[src/ifmv_params.svh]
// Purpose: Named constants for the interrupt flag, mask and vector logic.
// Assumes: Eight-bit register port; four master clocks make one instruction cycle.
// Notes:   Offsets are word indices on the plain register port.
`ifndef IFMV_PARAMS_SVH
`define IFMV_PARAMS_SVH

`define IFMV_ADDR_W        2
`define IFMV_OFF_CTRL      2'h0
`define IFMV_OFF_PFLAG     2'h1
`define IFMV_OFF_PMASK     2'h2
`define IFMV_OFF_OPTION    2'h3

`define IFMV_CTRL_GLB_EN   7
`define IFMV_CTRL_PEIE     6
`define IFMV_CTRL_TICK_EN  5
`define IFMV_CTRL_PIN_EN   4
`define IFMV_CTRL_CHG_EN   3
`define IFMV_CTRL_TICK_FLG 2
`define IFMV_CTRL_PIN_FLG  1
`define IFMV_CTRL_CHG_FLG  0
`define IFMV_OPT_EDGE      6

`define IFMV_CTRL_RST      8'h00
`define IFMV_PERIPH_RST    8'h00
`define IFMV_OPTION_RST    8'hff
`define IFMV_PERIPH_IMPL   8'hcf
`define IFMV_PERIPH_CONV   8'h40
`define IFMV_T0_MAX        8'hff
`define IFMV_T0_MIN        8'h00

`define IFMV_PC_W          13
`define IFMV_VECTOR        13'h0004
`define IFMV_PHASE_Q1      2'h0
`define IFMV_PHASE_Q4      2'h3

`endif

[src/ifmv_pkg.sv]
// Purpose: Types shared by the interrupt flag, mask and vector logic.
// Assumes: Constants come from ifmv_params.svh.
// Notes:   The sequencer state codes are one-hot.
`include "ifmv_params.svh"

package ifmv_pkg;

  typedef logic [`IFMV_ADDR_W-1:0] ifmv_addr_t;
  typedef logic [7:0]              ifmv_byte_t;
  typedef logic [`IFMV_PC_W-1:0]   ifmv_pc_t;

  typedef enum logic [2:0] {
    IFMV_SEQ_IDLE = 3'b001,
    IFMV_SEQ_WAIT = 3'b010,
    IFMV_SEQ_VEC  = 3'b100
  } ifmv_seq_t;

endpackage : ifmv_pkg

[src/ifmv_irq_ctrl.sv]
// Purpose: Interrupt flags, masks, global gate, vector sequencer and sleep wake-up.
// Assumes: mclk runs also in sleep; four mclk cycles form one instruction cycle.
// Notes:   Pins are synchronised before any flag logic looks at them.
//
// How it works
// RULE_01: Nine sources: pin edge, tick overflow, port change, six peripherals.
// RULE_02: Flags set on their event regardless of any enable bit.
// RULE_03: Global enable at control bit 7 passes unmasked requests, else blocks.
// RULE_04: With global enable set, flagged and enabled sources vector at once.
// RULE_05: Reset clears the global enable.
// RULE_06: Return-from-interrupt operation sets the global enable again.
// RULE_07: Taking an interrupt clears global enable, pushes return address, loads 0004h.
// RULE_08: Software clears serviced flags before re-enabling, or it re-enters.
// RULE_09: Pin and port-change latency is three or four instruction cycles.
// RULE_10: Pin edge polarity follows option bit 6; valid edge sets control bit 1.
// RULE_11: Clearing control bit 4 stops pin requests.
// RULE_12: Pin wakes from sleep only if its enable was set before sleep.
// RULE_13: Tick counter rollover FFh to 00h sets bit 2; enable at bit 5.
// RULE_14: Change on port B pins 7 to 4 sets bit 0, gated by its enable.
// RULE_15: Core flags sit in the control register with their enables.
// RULE_16: Peripheral flags and masks in own registers, plus group enable bit.
// RULE_17: Only the return address is saved on entry.
// RULE_18: Pin flag is sampled every first quarter phase.
// RULE_19: Software keeps peripheral bit 6 clear on the converterless variant.
// RULE_20: Wake with global enable set loads vector 0004h.
// RULE_21: Wake leaves the waking flag set.
// RULE_22: Enabled pending request wakes regardless of global enable.
// RULE_23: Request is global enable AND of core pairs OR group-gated peripheral pairs.
// RULE_24: Pin inputs pass two flip-flops before edge and change detection.
`timescale 1ns/10ps

module ifmv_irq_ctrl #(
  parameter bit HAS_CONVERTER = 1'b1
) (
  input  wire logic               mclk,
  input  wire logic               rst,
  input  wire ifmv_pkg::ifmv_addr_t reg_addr,
  input  wire ifmv_pkg::ifmv_byte_t reg_wdata,
  input  wire logic               reg_wr,
  input  wire logic               reg_rd,
  output      ifmv_pkg::ifmv_byte_t reg_rdata,
  input  wire logic               ext_irq_pin,
  input  wire logic [3:0]         port_b_pins,
  input  wire ifmv_pkg::ifmv_byte_t timer_zero_count,
  input  wire logic [7:0]         periph_evt,
  input  wire ifmv_pkg::ifmv_pc_t core_pc,
  input  wire logic               core_sleeping,
  input  wire logic               return_from_isr_op,
  output      logic               first_quarter_phase,
  output      logic               core_irq_req,
  output      logic               wake_req,
  output      logic               isr_enter,
  output      logic               stack_push,
  output      ifmv_pkg::ifmv_pc_t stack_push_pc,
  output      ifmv_pkg::ifmv_pc_t pc_load_addr
);
  import ifmv_pkg::*;

  ifmv_byte_t      ctrl_r;
  ifmv_byte_t      pflag_r;
  ifmv_byte_t      pmask_r;
  ifmv_byte_t      option_r;
  ifmv_byte_t      periph_impl;
  logic [1:0]      phase_r;
  logic            pin_s1_r;
  logic            pin_s2_r;
  logic            pin_s3_r;
  logic [3:0]      pb_s1_r;
  logic [3:0]      pb_s2_r;
  logic [3:0]      pb_s3_r;
  ifmv_byte_t      t0_prev_r;
  logic            ext_pin_enable_at_sleep_r;
  logic            sleep_prev_r;
  logic            pin_edge;
  logic            pb_change;
  logic            t0_wrap;
  logic            core_pend;
  logic            periph_pend;
  logic            any_pend;
  logic            pin_wake_ok;
  logic            take_vec;
  ifmv_seq_t       seq_r;

  // Without the converter its flag and mask bit are never implemented.
  assign periph_impl = HAS_CONVERTER ? `IFMV_PERIPH_IMPL
                                     : (`IFMV_PERIPH_IMPL & ~`IFMV_PERIPH_CONV);

  always_ff @(posedge mclk or posedge rst) begin
    if (rst) begin
      phase_r <= `IFMV_PHASE_Q1;
    end else begin
      phase_r <= phase_r + 2'h1;
    end
  end

  assign first_quarter_phase = (phase_r == `IFMV_PHASE_Q1);

  // The second and third stages feed detection; the third holds the previous sample.
  always_ff @(posedge mclk or posedge rst) begin
    if (rst) begin
      pin_s1_r <= 1'b0;
      pin_s2_r <= 1'b0;
      pin_s3_r <= 1'b0;
      pb_s1_r  <= 4'h0;
      pb_s2_r  <= 4'h0;
      pb_s3_r  <= 4'h0;
    end else begin
      pin_s1_r <= ext_irq_pin; // RULE_24
      pin_s2_r <= pin_s1_r;
      pin_s3_r <= pin_s2_r;
      pb_s1_r  <= port_b_pins; // RULE_24
      pb_s2_r  <= pb_s1_r;
      pb_s3_r  <= pb_s2_r;
    end
  end

  assign pin_edge  = option_r[`IFMV_OPT_EDGE] ? (pin_s2_r & ~pin_s3_r)
                                              : (~pin_s2_r & pin_s3_r); // RULE_10
  assign pb_change = |(pb_s2_r ^ pb_s3_r); // RULE_14

  always_ff @(posedge mclk or posedge rst) begin
    if (rst) begin
      t0_prev_r <= `IFMV_T0_MIN;
    end else begin
      t0_prev_r <= timer_zero_count;
    end
  end

  assign t0_wrap = (t0_prev_r == `IFMV_T0_MAX) && (timer_zero_count == `IFMV_T0_MIN); // RULE_13

  // Control register: a hardware set wins over a software clear in the same cycle.
  always_ff @(posedge mclk or posedge rst) begin
    if (rst) begin
      ctrl_r <= `IFMV_CTRL_RST; // RULE_05
    end else begin
      ifmv_byte_t ctrl_nxt;
      ctrl_nxt = ctrl_r;
      if (reg_wr && reg_addr == `IFMV_OFF_CTRL) begin
        ctrl_nxt = reg_wdata;
      end
      if (return_from_isr_op) begin
        ctrl_nxt[`IFMV_CTRL_GLB_EN] = 1'b1; // RULE_06
      end
      if (take_vec) begin
        ctrl_nxt[`IFMV_CTRL_GLB_EN] = 1'b0; // RULE_07
      end
      if (pin_edge) begin
        ctrl_nxt[`IFMV_CTRL_PIN_FLG] = 1'b1; // RULE_02 RULE_10
      end
      if (t0_wrap) begin
        ctrl_nxt[`IFMV_CTRL_TICK_FLG] = 1'b1; // RULE_02 RULE_13
      end
      if (pb_change) begin
        ctrl_nxt[`IFMV_CTRL_CHG_FLG] = 1'b1; // RULE_02 RULE_14
      end
      ctrl_r <= ctrl_nxt; // RULE_15
    end
  end

  always_ff @(posedge mclk or posedge rst) begin
    if (rst) begin
      pflag_r <= `IFMV_PERIPH_RST;
    end else begin
      ifmv_byte_t pflag_nxt;
      pflag_nxt = pflag_r;
      if (reg_wr && reg_addr == `IFMV_OFF_PFLAG) begin
        pflag_nxt = reg_wdata;
      end
      pflag_r <= (pflag_nxt | periph_evt) & periph_impl; // RULE_01 RULE_02 RULE_16
    end
  end

  always_ff @(posedge mclk or posedge rst) begin
    if (rst) begin
      pmask_r  <= `IFMV_PERIPH_RST;
      option_r <= `IFMV_OPTION_RST;
    end else begin
      if (reg_wr && reg_addr == `IFMV_OFF_PMASK) begin
        pmask_r <= reg_wdata & periph_impl; // RULE_16
      end
      if (reg_wr && reg_addr == `IFMV_OFF_OPTION) begin
        option_r <= reg_wdata;
      end
    end
  end

  always_ff @(posedge mclk or posedge rst) begin
    if (rst) begin
      reg_rdata <= 8'h00;
    end else if (reg_rd) begin
      unique case (reg_addr)
        `IFMV_OFF_CTRL:   reg_rdata <= ctrl_r;
        `IFMV_OFF_PFLAG:  reg_rdata <= pflag_r;
        `IFMV_OFF_PMASK:  reg_rdata <= pmask_r;
        `IFMV_OFF_OPTION: reg_rdata <= option_r;
      endcase
    end else begin
      reg_rdata <= 8'h00;
    end
  end

  // The pin is only sampled for recognition at the first quarter phase.
  assign core_pend = (ctrl_r[`IFMV_CTRL_PIN_FLG] & ctrl_r[`IFMV_CTRL_PIN_EN]) // RULE_11 RULE_18
                   | (ctrl_r[`IFMV_CTRL_TICK_FLG] & ctrl_r[`IFMV_CTRL_TICK_EN])
                   | (ctrl_r[`IFMV_CTRL_CHG_FLG] & ctrl_r[`IFMV_CTRL_CHG_EN]);
  assign periph_pend = ctrl_r[`IFMV_CTRL_PEIE] & (|(pflag_r & pmask_r)); // RULE_16
  assign any_pend    = core_pend | periph_pend;
  assign core_irq_req = ctrl_r[`IFMV_CTRL_GLB_EN] & any_pend; // RULE_03 RULE_23

  // The pin enable is captured as sleep begins, so a later enable cannot wake.
  always_ff @(posedge mclk or posedge rst) begin
    if (rst) begin
      sleep_prev_r    <= 1'b0;
      ext_pin_enable_at_sleep_r <= 1'b0;
    end else begin
      sleep_prev_r <= core_sleeping;
      if (core_sleeping && !sleep_prev_r) begin
        ext_pin_enable_at_sleep_r <= ctrl_r[`IFMV_CTRL_PIN_EN]; // RULE_12
      end
    end
  end

  assign pin_wake_ok = ctrl_r[`IFMV_CTRL_PIN_FLG] & ctrl_r[`IFMV_CTRL_PIN_EN] & ext_pin_enable_at_sleep_r;
  assign wake_req = core_sleeping & (pin_wake_ok // RULE_12 RULE_21 RULE_22
                  | (ctrl_r[`IFMV_CTRL_TICK_FLG] & ctrl_r[`IFMV_CTRL_TICK_EN])
                  | (ctrl_r[`IFMV_CTRL_CHG_FLG] & ctrl_r[`IFMV_CTRL_CHG_EN])
                  | periph_pend);

  // Two full instruction cycles pass between recognition and the vector, so a
  // pin event reaches the vector in three to four instruction cycles whatever
  // the length of the current instruction.
  assign take_vec = (seq_r == IFMV_SEQ_VEC) && first_quarter_phase; // RULE_04 RULE_09

  always_ff @(posedge mclk or posedge rst) begin
    if (rst) begin
      seq_r <= IFMV_SEQ_IDLE;
    end else begin
      unique case (seq_r)
        IFMV_SEQ_IDLE: begin
          if (first_quarter_phase && core_irq_req && !core_sleeping) begin
            seq_r <= IFMV_SEQ_WAIT; // RULE_18 RULE_20
          end
        end
        IFMV_SEQ_WAIT: begin
          if (first_quarter_phase) begin
            seq_r <= IFMV_SEQ_VEC;
          end
        end
        IFMV_SEQ_VEC: begin
          if (first_quarter_phase) begin
            seq_r <= IFMV_SEQ_IDLE;
          end
        end
        default: begin
          seq_r <= IFMV_SEQ_IDLE;
        end
      endcase
    end
  end

  // Only the return address is handed to the stack; other context is software's.
  always_ff @(posedge mclk or posedge rst) begin
    if (rst) begin
      isr_enter     <= 1'b0;
      stack_push    <= 1'b0;
      stack_push_pc <= '0;
      pc_load_addr  <= '0;
    end else begin
      isr_enter  <= take_vec; // RULE_07
      stack_push <= take_vec; // RULE_17
      if (take_vec) begin
        stack_push_pc <= core_pc;
        pc_load_addr  <= `IFMV_VECTOR; // RULE_07 RULE_20
      end
    end
  end

endmodule : ifmv_irq_ctrl

[config.mk]
export PLATFORM = sky130hd
export DESIGN_NAME = ifmv_irq_ctrl
export DESIGN_NICKNAME = d
export VERILOG_FILES = /design/src/ifmv_pkg.sv /design/src/ifmv_irq_ctrl.sv
export VERILOG_INCLUDE_DIRS = /design/src /design/src/src
export SDC_FILE = /design/constraint.sdc
export NUM_CORES = 1
export LEC_CHECK = 0
export BUFFER_PORTS_ARGS = -buffer_cell sky130_fd_sc_hd__buf_2
export CAP_MARGIN = 20
export CORE_MARGIN = 10
export CORE_UTILIZATION = 47
export DETAILED_ROUTE_END_ITERATION = 10
export GPL_TIMING_DRIVEN = 0
export HOLD_SLACK_MARGIN = 0.1
export PLACE_DENSITY = 0.76
export REMOVE_ABC_BUFFERS = 1
export SLEW_MARGIN = 20
export SYNTH_ARGS = -nofsm -noshare
export SYNTH_HDL_FRONTEND = slang
export SYNTH_SLANG_ARGS = --single-unit
[constraint.sdc]
create_clock -name mclk -period 2.65 [get_ports mclk]
set_input_delay 0.53 -clock mclk [delete_from_list [all_inputs] [get_ports mclk]]
set_output_delay 0.53 -clock mclk [all_outputs]
set_load 0.005 [all_outputs]
==> run_results.csv, run 1 <==
group,metric,value,unit
layout,final_cells,408,
yosys,synth_ff_type,"dfrtp_1",
pwr,ir_worst_vdd,0.324,mV
run_status,status,"complete, no violations",
floorplanning,core_area,6790,sq um
layout,fin_nets,358,
timing,rsz0062_at_grt,"no",
clocking,clock_latency,340,ps
clocking,clock-sinks,81,
routing,dr.pass1.iters,4,
global_routing,grt_max_degree,63,
yosys,syn_area_per_cell,14.4,sq um
global_routing,grt_use_total,0.127,
setup_path,crit_start,"pflag_r[3]",
layout,insertedDiodeCount,0,
timing,worst_slew_pin_slew,817,ps
timing,slew_headroom,0.455,
routing,routed_wl,6300,um
clocking,clk_path_buf_depth,2,
yosys,yosysTopAreaCellShare,0.551,
run,maxCapViolations,0,
layout,final_common_cell,"buf_2",
yosys,synthTopCellsByArea,"dfrtp_1 55%, mux2_2 8.3%, dfstp_2 7.2%",
global_routing,grt_pass1_wl,10500,um
routing,drtIter0Drc,65,
global_routing,use_met3,0.0419,
timing,maxSlewViolCount,0,
setup_path,r2r_end,"stack_push_pc[8]",
floorplanning,die_h,103,um
place,placed_cells,392,
routing,post-route-drc-count,0,
layout,area_delta_synth_final,19.2,%
global_routing,grt_antenna_before_repair,0,
setup_path,end_kind,"output port",
clocking,ctsHoldBuffers,0,
global_routing,grtUsageMet1,0.151,
clocking,cts_made_buffers,9,
timing,setup_viol,0,
clocking,postCtsSetupBuffers,0,
yosys,ys_types,42,
timing,hold_viol_final,0,
yosys,postSynth.asyncResetShare,1.00,
pwr,p_leak,1.80,nW
routing,wl_per_cell,15.4,um
pwr,power.density,693,nW/um^2
place,dpl.hpwl,4700,um
yosys,yosysTopAreaCell,"dfrtp_1",
clocking,cts-root-buf,"clkbuf_8",
setup_path,start_kind,"register",
setup_path,r2r_cells,4,
timing,fin_crit_sh,0.762,
setup_path,required,2120,ps
layout,layout_common_cells,"74 x buf_2, 72 x dfrtp_1, 24 x mux2_2",
yosys,synth-edff-count,0,
clocking,cts_tree,"built",
floorplanning,die_area,10700,sq um
yosys,syn_area,3270,sq um
global_routing,grt_busiest_layer,"met2",
setup_path,crit_type,"reg2out",
timing,period_minus_slack,2020,ps
yosys,seq_area_frac_synth,0.623,
clocking,cts.repair.resized,0,
routing,ant_nets,0,
setup_path,r2r_start,"phase_r[0]",
global_routing,grt_overflow,0,
clocking,clk_pin_slew_worst_paths,80,ps
global_routing,grtUsageMet2,0.200,
layout,drive_gt1_frac,0.462,
hold_path,hold_path.class,"in2async",
yosys,synthCells,228,
global_routing,grt_pass1_vias,2217,
setup_path,reg2reg_slack,660,ps
floorplanning,rows,30,
floorplanning,dieWidth,103,um
yosys,ys_warn_count,0,
timing,finalClockSkew,5.67,ps
clocking,htree_num_levels,3,
place,port_buffers,74,
routing,via_count,1983,
yosys,ys_ff_latch,81,
routing,viasPerCell,4.86,
floorplanning,io_pins,89,
place,gp_congestion,0.788,
pwr,fin_total_pwr,0.00270,W
timing,max_freq,0.495,GHz
floorplanning,initial_utilization,0.482,
setup_path,cp_max_fo,3,
setup_path,cp.arrival,1490,ps
[flip-flops by register name (all words and copies together) (netlist names), 4 cells and up]
| register | flops |
|---|---|
| pb_s3_r | 4 |
| reg_rdata | 8 |
| pb_s2_r | 4 |
| pmask_r | 6 |
| t0_prev_r | 8 |
| option_r | 8 |
| pb_s1_r | 4 |
| stack_push_pc | 13 |
| ctrl_r | 8 |
| pflag_r | 6 |
[layout make-up]
| class | count | area (sq um) |
|---|---|---|
| fillers | 553 | 2890 |
| flip-flops and latches | 81 | 2040 |
| well taps | 96 | 120 |
| multi-input cells | 135 | 1100 |
| clock buffers | 9 | 124 |
| inverters | 4 | 17.5 |
| repair buffers | 76 | 405 |
| clock inverters | 7 | 95.1 |
[Yosys cell counts, types with 2 or more instances]
library cell and count:
dfrtp_1 72, mux2_2 24, nor2_1 6, xor2_1 4, o21a_1 2, mux2i_1 3
a22oi_1 4, nand4_1 2, nor2b_1 2, a21oi_1 2, dfstp_2 9, nand3_1 3
mux4_2 5, inv_1 4, nor4_1 3, a21boi_0 2, nand3b_1 6, mux2_4 7
nor3b_1 2, and2_1 6, buf_6 3, o211ai_1 2, nand2_1 23, buf_4 14
[per-stage QoR]
step / setup TNS, ps / utilization / cell area [sq um] / hold slack (ps) / worst slack, ps
floorplan: 0 / - / 3150 / 331 / 54.8
CTS: 0 / 0.574 / 3900 / 124 / 601
finish: 0 / 0.574 / 3900 / 132 / 630
detailed placement: 0 / 0.542 / 3680 / 337 / 686
global placement: -56750 / 0.536 / 3640 / 334 / -787
global route: 0 / 0.574 / 3900 / 139 / 526
[metal layers]
| metal | part of all wire | wire length (um) | vias up |
|---|---|---|---|
| met3 | 0.070 | 440 | 15 |
| met1 | 0.42 | 2660 | 973 |
| met4 | 0.021 | 132 | 0 |
| met2 | 0.49 | 3070 | 66 |
| li1 | - | - | 929 |
| met5 | 0 | 0 | - |
[critical path: stages (launching register included)]
cell,delay [ps]
dfrtp_1,400
a22oi_1,220
a31oi_1,180
o21a_1,220
buf_2,120
[how the worst max path moves through the flow]
stage | end | cells past startpoint
after floorplan | ctrl_r[0] | 1
after global placement | reg_rdata[0] | 2
after detailed placement | stack_push_pc[8] | 4
after CTS | wake_req | 4
after global routing | core_irq_req | 4
final | wake_req | 4
[kinds of logic (layout without fill, tap and decap cells)]
family | count (synthesis) | after routing | synth area share
flops | 81 | 81 | 0.623
compound gates | 17 | 17 | 0.0367
other cells | 1 | 12 | 0.00115
fa+ha+maj | 1 | 1 | 0.00382
xor+xnor | 4 | 4 | 0.0107
mux | 40 | 40 | 0.166
buf+inv | 23 | 96 | 0.0547
simple gates | 61 | 61 | 0.104
[report_power, final]
part	internal [W]	switching (W)	total, W
combinational	0.000171	0.000134	0.000305
sequential	0.00137	0.0000661	0.00143
clock	0.000530	0.000438	0.000967
Note: power is estimated with default switching activity, not from simulation.
==> run 2: changes to the inputs <==
==> constraint.sdc (replaced) <==
create_clock -name mclk -period 1.7 [get_ports mclk]
set_input_delay 0.34 -clock mclk [delete_from_list [all_inputs] [get_ports mclk]]
set_output_delay 0.34 -clock mclk [all_outputs]
set_load 0.005 [all_outputs]
==> run 2 against run 1 <==
  * The flow now finishes with violations (setup timing)
  * Clock-buffer cell count is the same
  * Highest routed layer unchanged
  * Wire length grew 4.4%
  * Via count grew 3.0%
  * Worst hold slack lost 17 ps
  * Register-to-register slack lost 560 ps
  * First-iteration DRC count grew 1.5%
==> run_results.csv, run 2 (same netlist as run 1, synthesis figures left out) <==
group,metric,value,unit
routing,ant_nets,0,
floorplanning,die_area,10700,sq um
layout,fillCellCount,530,
place,port_buffers,74,
place,gp_congestion,0.788,
setup_path,reg2reg_slack,100,ps
layout,drive_gt1_frac,0.479,
clocking,cts_tree,"built",
timing,finalClockSkew,5.97,ps
global_routing,grt_antenna_before_repair,0,
setup_path,critical_path.slowest_cell,"dfrtp_1",
setup_path,cp.arrival,1470,ps
clocking,clk_path_buf_depth,2,
timing,max_freq,0.553,GHz
routing,met2_length,3270,um
timing,fin_crit_sh,1.06,
routing,post-route-drc-count,0,
pwr,p_leak,1.86,nW
setup_path,max_stage_delay,400,ps
routing,via_count,2043,
floorplanning,io_pins,89,
pwr,fin_total_pwr,0.00429,W
setup_path,crit_family,"compound AO/OA/AOI/OAI gates",
pwr,ir_worst_vdd,0.511,mV
pwr,power.density,1050,nW/um^2
layout,layout_common_cells,"74 x buf_2, 72 x dfrtp_1, 24 x mux2_2",
floorplanning,core_area,6790,sq um
timing,postLayoutSetupSlackWorst,-107,ps
routing,drt-met1-wl,2750,um
setup_path,crit_type,"reg2out",
layout,insertedDiodeCount,0,
hold_path,min_path_cells,1,
run_status,violations,"setup timing",
floorplanning,initial_utilization,0.482,
layout,area_delta_synth_final,24.6,%
routing,met3WireLength,450,um
clocking,htree_num_levels,3,
run_status,status,"complete, but fails checks",
layout,final_util,0.600,
setup_path,required,1360,ps
place,pre_cts_ws,-264,ps
setup_path,end_kind,"output port",
setup_path,r2r_start,"phase_r[0]",
global_routing,grt_max_degree,63,
layout,largest_reg_flops,13,
clocking,clock-sinks,81,
layout,regArea,2040,sq um
routing,viasPerCell,4.84,
hold_path,hold_path.class,"in2reg",
setup_path,cp_max_fo,3,
place,place_area,3680,sq um
timing,hold_viol_final,0,
place,dpl.hpwl,4700,um
routing,routed_wl,6580,um
timing,setup_viol,2,
setup_path,r2r_end,"stack_push_pc[9]",
layout,final_common_cell,"buf_2",
layout,multiInputGateArea,1140,sq um
global_routing,grt_pass1_vias,2240,
timing,maxSlewViolCount,0,
clocking,cts-root-buf,"clkbuf_8",
timing,hold-worst-slack,115,ps
routing,wl_per_cell,15.6,um
global_routing,grt_overflow,0,
setup_path,r2r_cells,5,
run,maxCapViolations,0,
floorplanning,dieWidth,103,um
layout,stdcell_area,4080,sq um
routing,dr.pass1.iters,4,
layout,fin_nets,372,
global_routing,grt_pass1_wl,10700,um
timing,rsz0062_at_grt,"yes",
setup_path,crit_buf_inv,1,
routing,top_layer,"met4",
layout,max_flop_register,"stack_push_pc",
clocking,cts_made_buffers,9,
clocking,clock_latency,340,ps
floorplanning,rows,30,
setup_path,cp_cell_sequence,"a22oi_2, a31oi_4, o21a_1, buf_2",
setup_path,start_kind,"register",
hold_path,hp-start,"timer_zero_count[4]",
hold_path,min_to,"t0_prev_r[4]",
routing,drtIter0Drc,66,
floorplanning,die_h,103,um
clocking,clk_pin_slew_worst_paths,80,ps
timing,period_minus_slack,1810,ps
global_routing,grt_use_total,0.129,
==> run 2: cell count changes in the layout (fill, tap and decap cells not counted), sizes merged <==
cell	previous run	this run
dlygate4sd3	0	8
buf	76	82
==> run 2: worst max-delay path by stage <==
stage	start	end	slack (ps)	cells past startpoint
after floorplan	rst	ctrl_r[0]	-710	1
after global placement	rst	reg_rdata[0]	-1550	2
after detailed placement	phase_r[0]	stack_push_pc[8]	-260	4
after CTS	pmask_r[3]	wake_req	-80	4
after global routing	pflag_r[3]	core_irq_req	-160	4
final	pflag_r[3]	core_irq_req	-110	4
==> run 2: metrics by stage <==
step                      TNS (ps)  instances
after global placement     -126150        390
after floorplan             -52840        220
final                         -213        422
after global routing          -304        422
after CTS                     -161        420
after detailed placement     -3000        392
==> run 2: timing repair <==
item / 4_1_cts / 5_1_grt
hold buffers: 8 / 0
resized for setup: 7 / 1
pin swaps: 4 / 4
setup endpoints to repair: 17 / 12
buffers inserted: 4 / 2
hold endpoints to repair: 25 / 0
==> run 2: final cells by class <==
class,count,area share
tap,96,0.0295
multi-input combinational,135,0.280
clock inverter,7,0.0233
timing repair buffer,90,0.133
sequential,81,0.500
inverter,4,0.00430
clock buffer,9,0.0304
==> run 2: power by group <==
| part | switching [W] | leakage, nW | internal, W | total (W) |
|---|---|---|---|---|
| combinational | 0.000232 | 0.824 | 0.000310 | 0.000543 |
| sequential | 0.000110 | 0.928 | 0.00213 | 0.00224 |
| clock | 0.000684 | 0.109 | 0.000826 | 0.00151 |
| total | 0.00103 | 1.86 | 0.00327 | 0.00429 |
==> run 2: per-layer routing <==
| layer | global-route usage | vias to the layer above |
|---|---|---|
| met4 | 0.0652 | 0 |
| met1 | 0.151 | 1007 |
| met2 | 0.210 | 70 |
| li1 | - | 954 |
| met5 | 0 | - |
| met3 | 0.0419 | 12 |
